===== config.mk =====
export PLATFORM = sky130hd
export DESIGN_NAME = timer8
export DESIGN_NICKNAME = d
export VERILOG_FILES = /design/src/rtl/timer8_pkg.sv /design/src/rtl/shared_prescaler.sv /design/src/rtl/ext_edge_sync.sv /design/src/rtl/timer8.sv
export VERILOG_INCLUDE_DIRS = /design/src /design/src/rtl
export SDC_FILE = /design/constraint.sdc
export NUM_CORES = 1
export LEC_CHECK = 0
export BUFFER_PORTS_ARGS = -buffer_cell sky130_fd_sc_hd__buf_2
export CAP_MARGIN = 20
export CORE_MARGIN = 2
export CORE_UTILIZATION = 56
export CTS_CLUSTER_SIZE = 25
export DETAILED_ROUTE_END_ITERATION = 7
export HOLD_SLACK_MARGIN = 0.08
export PLACE_DENSITY = 0.83
export SYNTH_ARGS = -nofsm -noshare
export SYNTH_HDL_FRONTEND = slang
export SYNTH_SLANG_ARGS = --single-unit
export TNS_END_PERCENT = 50

===== constraint.sdc =====
create_clock -name clk_i -period 2.6 [get_ports clk_i]
set_input_delay 0.39 -clock clk_i [delete_from_list [all_inputs] [get_ports clk_i]]
set_output_delay 0.39 -clock clk_i [all_outputs]
set_load 0.01 [all_outputs]

===== src/rtl/timer8_params.svh =====
`ifndef TIMER8_PARAMS_SVH
`define TIMER8_PARAMS_SVH

// Register byte offsets, one 32-bit word each
`define GTC_OFF        8'h00
`define CTRL_A_OFF     8'h04
`define CTRL_B_OFF     8'h08
`define COUNT_OFF      8'h0C
`define CMP_A_OFF      8'h10
`define CMP_B_OFF      8'h14
`define FLAG_OFF       8'h18
`define MASK_OFF       8'h1C
`define POWER_OFF      8'h20

// General timer control fields
`define GTC_SYNC_BIT   7
`define GTC_CAPSEL_BIT 6
`define GTC_DIVRST_BIT 0

// Control A fields
`define CA_COMA_HI     7
`define CA_COMA_LO     6
`define CA_COMB_HI     5
`define CA_COMB_LO     4
`define CA_WGM1_BIT    1
`define CA_WGM0_BIT    0

// Control B fields
`define CB_WGM2_BIT    3
`define CB_CS_HI       2
`define CB_CS_LO       0

// Flag and mask bit positions
`define FLAG_OVF       0
`define FLAG_CMPA      1
`define FLAG_CMPB      2

// Power control field
`define PWR_OFF_BIT    0

// Counter limits and reset values
`define CNT_BOTTOM     8'h00
`define CNT_MAX        8'hFF
`define REG_RESET      8'h00

`endif


===== src/rtl/timer8_pkg.sv =====
package timer8_pkg;

  // Waveform mode codes
  typedef enum logic [2:0] {
    WM_NORMAL    = 3'h0,
    WM_PHASE_MAX = 3'h1,
    WM_CTC       = 3'h2,
    WM_FAST_MAX  = 3'h3,
    WM_RSVD4     = 3'h4,
    WM_PHASE_OCA = 3'h5,
    WM_RSVD6     = 3'h6,
    WM_FAST_OCA  = 3'h7
  } wave_mode_t;

  // Clock select codes
  typedef enum logic [2:0] {
    CS_STOP   = 3'h0,
    CS_DIV1   = 3'h1,
    CS_DIV8   = 3'h2,
    CS_DIV64  = 3'h3,
    CS_DIV256 = 3'h4,
    CS_DIV1K  = 3'h5,
    CS_EXT_FALL = 3'h6,
    CS_EXT_RISE = 3'h7
  } clk_sel_t;

endpackage : timer8_pkg


===== src/rtl/shared_prescaler.sv =====
`timescale 1ns/10ps
`default_nettype none

module shared_prescaler #(
  parameter int unsigned WIDTH = 10
) (
  // Clock and reset
  input  wire logic       clk_i,
  input  wire logic       rst_i,
  // Divider hold
  input  wire logic       div_reset_i,
  // Tap strobes: /8, /64, /256, /1024
  output logic      [3:0] tap_o
);

  logic [WIDTH-1:0] cnt_q;

  // Free running divider, held at zero while reset is asserted
  always_ff @(posedge clk_i) begin
    if (rst_i || div_reset_i) begin
      cnt_q <= '0;
    end else begin
      cnt_q <= cnt_q + 1'b1;
    end
  end

  // Registered one-cycle tap strobes
  always_ff @(posedge clk_i) begin
    if (rst_i || div_reset_i) begin
      tap_o <= 4'h0;
    end else begin
      tap_o <= {&cnt_q[9:0], &cnt_q[7:0], &cnt_q[5:0], &cnt_q[2:0]};
    end
  end

endmodule : shared_prescaler

`default_nettype wire


===== src/rtl/ext_edge_sync.sv =====
`timescale 1ns/10ps
`default_nettype none

module ext_edge_sync (
  // Clock and reset
  input  wire logic clk_i,
  input  wire logic rst_i,
  // Asynchronous pin
  input  wire logic pin_i,
  // Edge strobes and synchronized level
  output logic      rise_o,
  output logic      fall_o,
  output logic      level_o
);

  logic meta_q;
  logic prev_q;

  // Two-flop synchronizer; first stage feeds only the second
  always_ff @(posedge clk_i) begin
    if (rst_i) begin
      meta_q  <= 1'b0;
      level_o <= 1'b0;
    end else begin
      meta_q  <= pin_i;
      level_o <= meta_q;
    end
  end

  // Edge detector on the synchronized level
  always_ff @(posedge clk_i) begin
    if (rst_i) begin
      prev_q <= 1'b0;
      rise_o <= 1'b0;
      fall_o <= 1'b0;
    end else begin
      prev_q <= level_o;
      rise_o <= level_o & ~prev_q;
      fall_o <= ~level_o & prev_q;
    end
  end

endmodule : ext_edge_sync

`default_nettype wire


===== src/rtl/timer8.sv =====
`timescale 1ns/10ps
`default_nettype none
`include "timer8_params.svh"

module timer8 #(
  parameter int unsigned ADDR_W = 8
) (
  // Clock and reset
  input  wire logic              clk_i,
  input  wire logic              rst_i,
  // Wishbone classic slave
  input  wire logic              cyc_i,
  input  wire logic              stb_i,
  input  wire logic              we_i,
  input  wire logic [ADDR_W-1:0] adr_i,
  input  wire logic [31:0]       dat_i,
  input  wire logic [3:0]        sel_i,
  output logic      [31:0]       dat_o,
  output logic                   ack_o,
  // Pins
  input  wire logic              ext_count_pin_i,
  input  wire logic              capture_pin_primary_i,
  input  wire logic              capture_pin_alternate_i,
  output logic                   compare_out_a_o,
  output logic                   compare_out_a_en_o,
  output logic                   compare_out_b_o,
  output logic                   compare_out_b_en_o,
  // Links to the second timer
  output logic                   shared_divider_reset_o,
  output logic      [3:0]        prescale_tap_o,
  output logic                   capture_trigger_o,
  // Interrupt requests and acknowledges: overflow, compare A, compare B
  output logic      [2:0]        irq_o,
  input  wire logic [2:0]        irq_ack_i
);

  // Register state
  logic       sync_hold_mode_q;
  logic       capture_input_select_q;
  logic       shared_divider_reset_q;
  logic       div_reset_pulse_q;
  logic [7:0] timer_ctrl_a_q;
  logic [7:0] timer_ctrl_b_q;
  logic [7:0] count_value_q;
  logic [7:0] count_value_d;
  logic [7:0] cmp_a_q;
  logic [7:0] cmp_b_q;
  logic [7:0] cmp_a_buf_q;
  logic [7:0] cmp_b_buf_q;
  logic [2:0] timer_flag_q;
  logic [2:0] timer_irq_mask_q;
  logic       timer_power_off_q;
  logic       count_up_q;
  logic       count_up_d;
  logic       block_q;
  logic       oc_a_q;
  logic       oc_b_q;

  // Decoded controls
  timer8_pkg::wave_mode_t waveform_mode_field;
  timer8_pkg::clk_sel_t   clock_select_field;
  logic [1:0] com_a;
  logic [1:0] com_b;
  logic [7:0] top_val;
  logic       pwm;
  logic       phase;
  logic       timer_tick;
  logic       at_top;
  logic       ovf_evt;
  logic       match_a;
  logic       match_b;
  logic       wrap_evt;

  // Bus decode
  logic       req;
  logic       wr_en;
  logic [7:0] wbyte;
  logic [7:0] rd_val;

  // Pin side
  logic [3:0] tap;
  logic       ext_rise;
  logic       ext_fall;
  logic       cap_pri_meta_q;
  logic       cap_pri_q;
  logic       cap_alt_meta_q;
  logic       cap_alt_q;

  // True for the PWM waveform modes
  function automatic logic is_pwm(input timer8_pkg::wave_mode_t m);
    is_pwm = (m == timer8_pkg::WM_PHASE_MAX) || (m == timer8_pkg::WM_FAST_MAX) ||
             (m == timer8_pkg::WM_PHASE_OCA) || (m == timer8_pkg::WM_FAST_OCA);
  endfunction : is_pwm

  // Next compare output level for one unit
  function automatic logic wave_next(input logic [1:0] com, input logic pwm_m,
                                     input logic phase_m, input logic up,
                                     input logic match, input logic wrap,
                                     input logic oc);
    logic v;
    v = oc;
    if (!pwm_m) begin
      if (match) begin
        unique case (com)
          2'h1:    v = ~oc;
          2'h2:    v = 1'b0;
          2'h3:    v = 1'b1;
          default: v = oc;
        endcase
      end
    end else if (phase_m) begin
      if (match && com[1]) begin
        v = com[0] ? up : ~up;
      end
    end else begin
      if (match && com[1]) begin
        v = com[0];
      end
      if (wrap && com[1]) begin
        v = ~com[0];
      end
    end
    wave_next = v;
  endfunction : wave_next

  assign req   = cyc_i & stb_i;
  // Writes land at the edge where ack is seen high by the master
  assign wr_en = req & we_i & ack_o & sel_i[0];
  assign wbyte = dat_i[7:0];

  // Mode decode across two control registers
  assign waveform_mode_field = timer8_pkg::wave_mode_t'({timer_ctrl_b_q[`CB_WGM2_BIT],
                                                         timer_ctrl_a_q[`CA_WGM1_BIT],
                                                         timer_ctrl_a_q[`CA_WGM0_BIT]});
  assign clock_select_field  = timer8_pkg::clk_sel_t'(timer_ctrl_b_q[`CB_CS_HI:`CB_CS_LO]);
  assign com_a = timer_ctrl_a_q[`CA_COMA_HI:`CA_COMA_LO];
  assign com_b = timer_ctrl_a_q[`CA_COMB_HI:`CA_COMB_LO];
  assign pwm   = is_pwm(waveform_mode_field);
  assign phase = (waveform_mode_field == timer8_pkg::WM_PHASE_MAX) ||
                 (waveform_mode_field == timer8_pkg::WM_PHASE_OCA);

  // Top is compare A in CTC and the OCA modes, otherwise the maximum
  assign top_val = ((waveform_mode_field == timer8_pkg::WM_CTC) ||
                    (waveform_mode_field == timer8_pkg::WM_PHASE_OCA) ||
                    (waveform_mode_field == timer8_pkg::WM_FAST_OCA)) ?
                   cmp_a_q : `CNT_MAX;
  assign at_top  = (count_value_q == top_val);

  // Shared prescaler, held while the divider reset bit or its pulse is set
  assign shared_divider_reset_o = shared_divider_reset_q | div_reset_pulse_q;
  assign prescale_tap_o         = tap;

  shared_prescaler #(
    .WIDTH (10)
  ) u_prescaler (
    .clk_i       (clk_i),
    .rst_i       (rst_i),
    .div_reset_i (shared_divider_reset_o),
    .tap_o       (tap)
  );

  ext_edge_sync u_ext_sync (
    .clk_i   (clk_i),
    .rst_i   (rst_i),
    .pin_i   (ext_count_pin_i),
    .rise_o  (ext_rise),
    .fall_o  (ext_fall),
    .level_o ()
  );

  // Tick source selection; power off gates every source
  always_comb begin
    unique case (clock_select_field)
      timer8_pkg::CS_STOP:     timer_tick = 1'b0;
      timer8_pkg::CS_DIV1:     timer_tick = 1'b1;
      timer8_pkg::CS_DIV8:     timer_tick = tap[0];
      timer8_pkg::CS_DIV64:    timer_tick = tap[1];
      timer8_pkg::CS_DIV256:   timer_tick = tap[2];
      timer8_pkg::CS_DIV1K:    timer_tick = tap[3];
      timer8_pkg::CS_EXT_FALL: timer_tick = ext_fall;
      timer8_pkg::CS_EXT_RISE: timer_tick = ext_rise;
    endcase
    if (timer_power_off_q) begin
      timer_tick = 1'b0;
    end
  end

  // Events of this tick; a pending block suppresses both matches
  assign match_a  = timer_tick & ~block_q & (count_value_q == cmp_a_q);
  assign match_b  = timer_tick & ~block_q & (count_value_q == cmp_b_q);
  assign wrap_evt = timer_tick & at_top & ~phase;
  always_comb begin
    if (!pwm) begin
      ovf_evt = timer_tick & (count_value_q == `CNT_MAX);
    end else if (phase) begin
      ovf_evt = timer_tick & (count_value_q == `CNT_BOTTOM);
    end else begin
      ovf_evt = timer_tick & at_top;
    end
  end

  // Counting sequence for the current mode
  always_comb begin
    count_up_d    = count_up_q;
    count_value_d = count_value_q;
    if (phase) begin
      if (count_up_q && at_top) begin
        count_up_d    = 1'b0;
        count_value_d = 8'(count_value_q - 8'h01);
      end else if (!count_up_q && (count_value_q == `CNT_BOTTOM)) begin
        count_up_d    = 1'b1;
        count_value_d = 8'(count_value_q + 8'h01);
      end else if (count_up_q) begin
        count_value_d = 8'(count_value_q + 8'h01);
      end else begin
        count_value_d = 8'(count_value_q - 8'h01);
      end
    end else begin
      count_up_d    = 1'b1;
      count_value_d = at_top ? `CNT_BOTTOM : 8'(count_value_q + 8'h01);
    end
  end

  // Counter: a bus write outranks the tick
  always_ff @(posedge clk_i) begin
    if (rst_i) begin
      count_value_q <= `REG_RESET;
      count_up_q    <= 1'b1;
    end else if (wr_en && (adr_i == ADDR_W'(`COUNT_OFF))) begin
      count_value_q <= wbyte;
    end else if (timer_tick) begin
      count_value_q <= count_value_d;
      count_up_q    <= count_up_d;
    end
  end

  // Match blocking after a count write, even while stopped
  always_ff @(posedge clk_i) begin
    if (rst_i) begin
      block_q <= 1'b0;
    end else if (wr_en && (adr_i == ADDR_W'(`COUNT_OFF))) begin
      block_q <= 1'b1;
    end else if (timer_tick) begin
      block_q <= 1'b0;
    end
  end

  // General timer control; divider reset holds only in sync hold mode
  always_ff @(posedge clk_i) begin
    if (rst_i) begin
      sync_hold_mode_q       <= 1'b0;
      capture_input_select_q <= 1'b0;
      shared_divider_reset_q <= 1'b0;
      div_reset_pulse_q      <= 1'b0;
    end else if (wr_en && (adr_i == ADDR_W'(`GTC_OFF))) begin
      sync_hold_mode_q       <= wbyte[`GTC_SYNC_BIT];
      capture_input_select_q <= wbyte[`GTC_CAPSEL_BIT];
      shared_divider_reset_q <= wbyte[`GTC_DIVRST_BIT] & wbyte[`GTC_SYNC_BIT];
      div_reset_pulse_q      <= wbyte[`GTC_DIVRST_BIT];
    end else begin
      shared_divider_reset_q <= shared_divider_reset_q & sync_hold_mode_q;
      div_reset_pulse_q      <= 1'b0;
    end
  end

  // Other control registers
  always_ff @(posedge clk_i) begin
    if (rst_i) begin
      timer_ctrl_a_q    <= `REG_RESET;
      timer_ctrl_b_q    <= `REG_RESET;
      timer_irq_mask_q  <= 3'h0;
      timer_power_off_q <= 1'b0;
    end else if (wr_en) begin
      if (adr_i == ADDR_W'(`CTRL_A_OFF)) begin
        timer_ctrl_a_q <= wbyte;
      end
      if (adr_i == ADDR_W'(`CTRL_B_OFF)) begin
        timer_ctrl_b_q <= {4'h0, wbyte[3:0]};
      end
      if (adr_i == ADDR_W'(`MASK_OFF)) begin
        timer_irq_mask_q <= wbyte[2:0];
      end
      if (adr_i == ADDR_W'(`POWER_OFF)) begin
        timer_power_off_q <= wbyte[`PWR_OFF_BIT];
      end
    end
  end

  // Compare values: buffered in PWM modes, loaded at top
  always_ff @(posedge clk_i) begin
    if (rst_i) begin
      cmp_a_q     <= `REG_RESET;
      cmp_b_q     <= `REG_RESET;
      cmp_a_buf_q <= `REG_RESET;
      cmp_b_buf_q <= `REG_RESET;
    end else begin
      if (wr_en && (adr_i == ADDR_W'(`CMP_A_OFF))) begin
        cmp_a_buf_q <= wbyte;
      end
      if (wr_en && (adr_i == ADDR_W'(`CMP_B_OFF))) begin
        cmp_b_buf_q <= wbyte;
      end
      if (!pwm) begin
        if (wr_en && (adr_i == ADDR_W'(`CMP_A_OFF))) begin
          cmp_a_q <= wbyte;
        end
        if (wr_en && (adr_i == ADDR_W'(`CMP_B_OFF))) begin
          cmp_b_q <= wbyte;
        end
      end else if (timer_tick && at_top) begin
        cmp_a_q <= cmp_a_buf_q;
        cmp_b_q <= cmp_b_buf_q;
      end
    end
  end

  // Flags: hardware set beats software or acknowledge clear
  always_ff @(posedge clk_i) begin
    if (rst_i) begin
      timer_flag_q <= 3'h0;
    end else begin
      for (int i = 0; i < 3; i++) begin
        if ((wr_en && (adr_i == ADDR_W'(`FLAG_OFF)) && wbyte[i]) || irq_ack_i[i]) begin
          timer_flag_q[i] <= 1'b0;
        end
      end
      if (ovf_evt) begin
        timer_flag_q[`FLAG_OVF] <= 1'b1;
      end
      if (match_a) begin
        timer_flag_q[`FLAG_CMPA] <= 1'b1;
      end
      if (match_b) begin
        timer_flag_q[`FLAG_CMPB] <= 1'b1;
      end
    end
  end

  // Masked requests toward the interrupt controller
  assign irq_o = timer_flag_q & timer_irq_mask_q;

  // Waveform generator state
  always_ff @(posedge clk_i) begin
    if (rst_i) begin
      oc_a_q <= 1'b0;
      oc_b_q <= 1'b0;
    end else if (timer_tick) begin
      oc_a_q <= wave_next(com_a, pwm, phase, count_up_q, match_a, wrap_evt, oc_a_q);
      oc_b_q <= wave_next(com_b, pwm, phase, count_up_q, match_b, wrap_evt, oc_b_q);
    end
  end

  // Pin override whenever a compare output mode is set
  assign compare_out_a_o    = oc_a_q;
  assign compare_out_b_o    = oc_b_q;
  assign compare_out_a_en_o = |com_a;
  assign compare_out_b_en_o = |com_b;

  // Capture pins synchronized, then steered to the second timer
  always_ff @(posedge clk_i) begin
    if (rst_i) begin
      cap_pri_meta_q    <= 1'b0;
      cap_pri_q         <= 1'b0;
      cap_alt_meta_q    <= 1'b0;
      cap_alt_q         <= 1'b0;
      capture_trigger_o <= 1'b0;
    end else begin
      cap_pri_meta_q    <= capture_pin_primary_i;
      cap_pri_q         <= cap_pri_meta_q;
      cap_alt_meta_q    <= capture_pin_alternate_i;
      cap_alt_q         <= cap_alt_meta_q;
      capture_trigger_o <= capture_input_select_q ? cap_alt_q : cap_pri_q;
    end
  end

  // Read mux; unmapped words read as zero
  always_comb begin
    unique case (adr_i)
      ADDR_W'(`GTC_OFF):    rd_val = {sync_hold_mode_q, capture_input_select_q, 5'h00,
                                      shared_divider_reset_q};
      ADDR_W'(`CTRL_A_OFF): rd_val = timer_ctrl_a_q;
      ADDR_W'(`CTRL_B_OFF): rd_val = timer_ctrl_b_q;
      ADDR_W'(`COUNT_OFF):  rd_val = count_value_q;
      ADDR_W'(`CMP_A_OFF):  rd_val = pwm ? cmp_a_buf_q : cmp_a_q;
      ADDR_W'(`CMP_B_OFF):  rd_val = pwm ? cmp_b_buf_q : cmp_b_q;
      ADDR_W'(`FLAG_OFF):   rd_val = {5'h00, timer_flag_q};
      ADDR_W'(`MASK_OFF):   rd_val = {5'h00, timer_irq_mask_q};
      ADDR_W'(`POWER_OFF):  rd_val = {7'h00, timer_power_off_q};
      default:              rd_val = 8'h00;
    endcase
  end

  // One wait state, ack drops the cycle after it is given
  always_ff @(posedge clk_i) begin
    if (rst_i) begin
      ack_o <= 1'b0;
      dat_o <= 32'h0000_0000;
    end else begin
      ack_o <= req & ~ack_o;
      if (req && !ack_o) begin
        dat_o <= {24'h00_0000, rd_val};
      end
    end
  end

endmodule : timer8

`default_nettype wire


==> impl_metrics.json <==
{
  "drv_cap": 0,
  "slew_headroom_pct": 62.0,
  "syn_area_um2": 5440,
  "drt-total-wl_mm": 14.5,
  "drc_errors": 0,
  "area_delta_synth_final_pct": 10.4,
  "vias": 5197,
  "grt_pass1_vias": 4800,
  "crit_family": "simple AND/OR/NAND/NOR gates",
  "p_per_area_nw_per_um2": 451,
  "netlist_top_cells_count": "100 x dfxtp_1, 76 x a21oi_1, 68 x nand2_1",
  "cts_max_path_buffers": 2,
  "viasPerCell": 6.06,
  "peakVddDrop_mv": 0.361,
  "finalCritPeriodShare_pct": 94.4,
  "ant_nets": 0,
  "synth_top_area_share_pct": 36.8,
  "fin_ws_ns": 0.146,
  "ff2ff_setup_slack_ns": 0.15,
  "fmax_ghz": 0.408,
  "worst_skew_pair.late_latency_ns": 0.39,
  "worst_path_max_delay_cell": "a2111oi_4",
  "cts_hold_buf": 0,
  "fp.dieW_um": 103,
  "final_area_um2": 6010,
  "start_util_pct": 58.3,
  "path_buf_inv": 0,
  "io_pins": 101,
  "ys_seq_area_share_pct": 36.8,
  "critPathMaxStageDelay_ns": 0.47,
  "crit_path_start_kind": "register",
  "rows": 35,
  "htreeDepth": 3,
  "dp_slack_ns": 0.140,
  "drive_above_1_share_pct": 17.1,
  "status": "completed",
  "cp.arrival_ns": 2.73,
  "yosys-top-cells-area": "dfxtp_1 37%, a21oi_1 7.0%, nand3_1 4.8%, nand2_1 4.7%, nor2_1 4.5%",
  "gp_congestion": 0.969,
  "fillers": 755,
  "worst_pin_slew_ns": 0.570,
  "finalNetCount": 787,
  "cts_buffers": 9,
  "antennaDiodeCount": 0,
  "ys_warn_count": 0,
  "slew_viol_final": 0,
  "dp_hpwl_mm": 10.4,
  "yosysMostFrequentCell": "dfxtp_1",
  "rr_worst_depth": 8,
  "placed_cell_area_um2": 5790,
  "critical_path.max_fanout": 5,
  "grt-ovfl-total": 0,
  "die_area_um2": 10500,
  "synth_cells": 677,
  "hold_viol_final": 0,
  "async_reset_ff_share_pct": 0,
  "grt_use_total_pct": 28.6,
  "path_cells": "and2b_1 -> a2111oi_4 -> nand3_2 -> a211o_1 -> nand2_4 -> mux2_4 -> nand2_1 -> or3b_1",
  "die_y_um": 103,
  "hold_ws_ns": 0.204,
  "ys.flop_type": "dfxtp_1",
  "netlist.top_cell.by_area": "dfxtp_1",
  "antenna_found_initial": 0,
  "end_kind": "register",
  "critPathRequiredTime_ns": 2.88,
  "core_area_um2": 9330,
  "tns_ns": 0,
  "cts_tree": "done",
  "finalSetupViolCount": 0,
  "first_pass_iters": 5,
  "yosysUniqueCellTypes": 71,
  "min_path_cells": 2,
  "regArea_um2": 2000,
  "cts.sinks": 100,
  "period_minus_slack_ns": 2.45,
  "rsz0062_at_grt": "no",
  "drtIter0Drc": 574,
  "r2r-end": "count_value_q[5]",
  "synth_edf_count": 0,
  "hp-class": "primary input to register",
  "min_from": "capture_pin_alternate_i",
  "multi_input_area_um2": 3070,
  "power.static_leakage_nw": 2.17,
  "clockRootBuffer": "clkbuf_8",
  "cts_setup_buffers": 0,
  "grt_pass1_wl_mm": 23.3,
  "fin_skew_ns": 0.0144,
  "avgRoutedWirePerCell_um": 16.8,
  "synth_area_per_cell_um2": 8.03,
  "post_cts_resized": 0,
  "clk_pin_slew_ns": 0.10,
  "finalPower_w": 0.00271,
  "port-buffer-count": 49,
  "rr_startpoint": "count_value_q[3]",
  "grt_max_degree": 77,
  "ys_ff_latch": 100,
  "worst-setup-path-type": "register to register",
  "min_to": "cap_alt_meta_q"
}
-- worst max-delay path by stage --
| stage | start | endpoint | slack [ns] | cells after the start |
|---|---|---|---|---|
| after global routing | count_value_q[3] | count_value_q[7] | 0.02 | 9 |
| after detailed placement | count_value_q[1] | compare_out_a_o | 0.14 | 7 |
| after global placement | count_value_q[1] | compare_out_a_o | 0.18 | 7 |
| final | count_value_q[3] | count_value_q[5] | 0.15 | 8 |
| after floorplan | count_value_q[0] | count_value_q[5] | 0.28 | 9 |
| after CTS | timer_ctrl_b_q[2] | cmp_b_q[1] | 0.12 | 8 |
-- layout by cell type, fill, tap and decap left out, drive strengths merged, types with 5 or more instances in the layout --
master,instances
a211oi,19
a21oi,77
a221oi,5
a22oi,12
and2,9
buf,81
clkbuf,9
conb,24
dfxtp,100
ha,8
inv,23
mux2i,19
nand2,69
nand3,53
nand4,9
nor2,66
nor2b,19
nor3,14
nor3b,5
o21ai,10
o22ai,12
or3,5
xnor2,13
xor2,8
-- final cells by class --
class	instances	share of cell area, %
Tap cell	129	2.69
Sequential cell	100	33.4
Clock inverter	7	1.15
Multi-Input combinational cell	512	51.2
Clock buffer	9	2.06
Timing Repair Buffer	81	8.29
Inverter	20	1.25
-- flip-flops by register name (all words and copies together) (netlist names), 3 cells and up --
name and cells:
u_prescaler.tap_o 4, cmp_a_buf_q 8, u_prescaler.cnt_q 10, timer_ctrl_a_q 8, cmp_a_q 8, count_value_q 8
timer_irq_mask_q 3, dat_o 8, cmp_b_buf_q 8, cmp_b_q 8, timer_ctrl_b_q 4, timer_flag_q 3
-- power by group --
group	leakage, nW	switching (W)	internal [W]	total [W]
sequential	0.809	0.00000800	0.00154	0.00155
combinational	1.27	0.000115	0.0000627	0.000178
clock	0.0964	0.000608	0.000373	0.000980
total	2.17	0.000731	0.00198	0.00271
-- layer usage --
layer / up-vias / track usage [%] / wire length, um
met3: 55 / 6.64 / 1410
met4: 0 / 14.4 / 581
met1: 2389 / 37.6 / 5750
li1: 2447 / - / -
met2: 306 / 44.2 / 6720
met5: - / 0 / 0
-- metrics by stage --
stage          util [%]  instances
6_report           64.4        858
5_1_grt            64.4        858
4_1_cts            64.2        858
3_5_place_dp       62.1        842
3_3_place_gp       62.1        842
2_1_floorplan         -        700
-- cells by family (layout without fill, tap and decap cells) --
kind of cell             after synthesis  in the layout  synth area share [%]
AND/OR/NAND/NOR                      277            277                  25.5
AO/OA/AOI/OAI                        161            161                  19.6
flip-flops                           100            100                  36.8
buffers and inverters                 88            117                  8.61
XOR/XNOR                              21             21                  3.38
multiplexers                          21             21                  4.19
adder cells (fa/ha/maj)                8              8                  1.84
other                                  1             24                0.0690
Power figures use the tool's default switching activity.
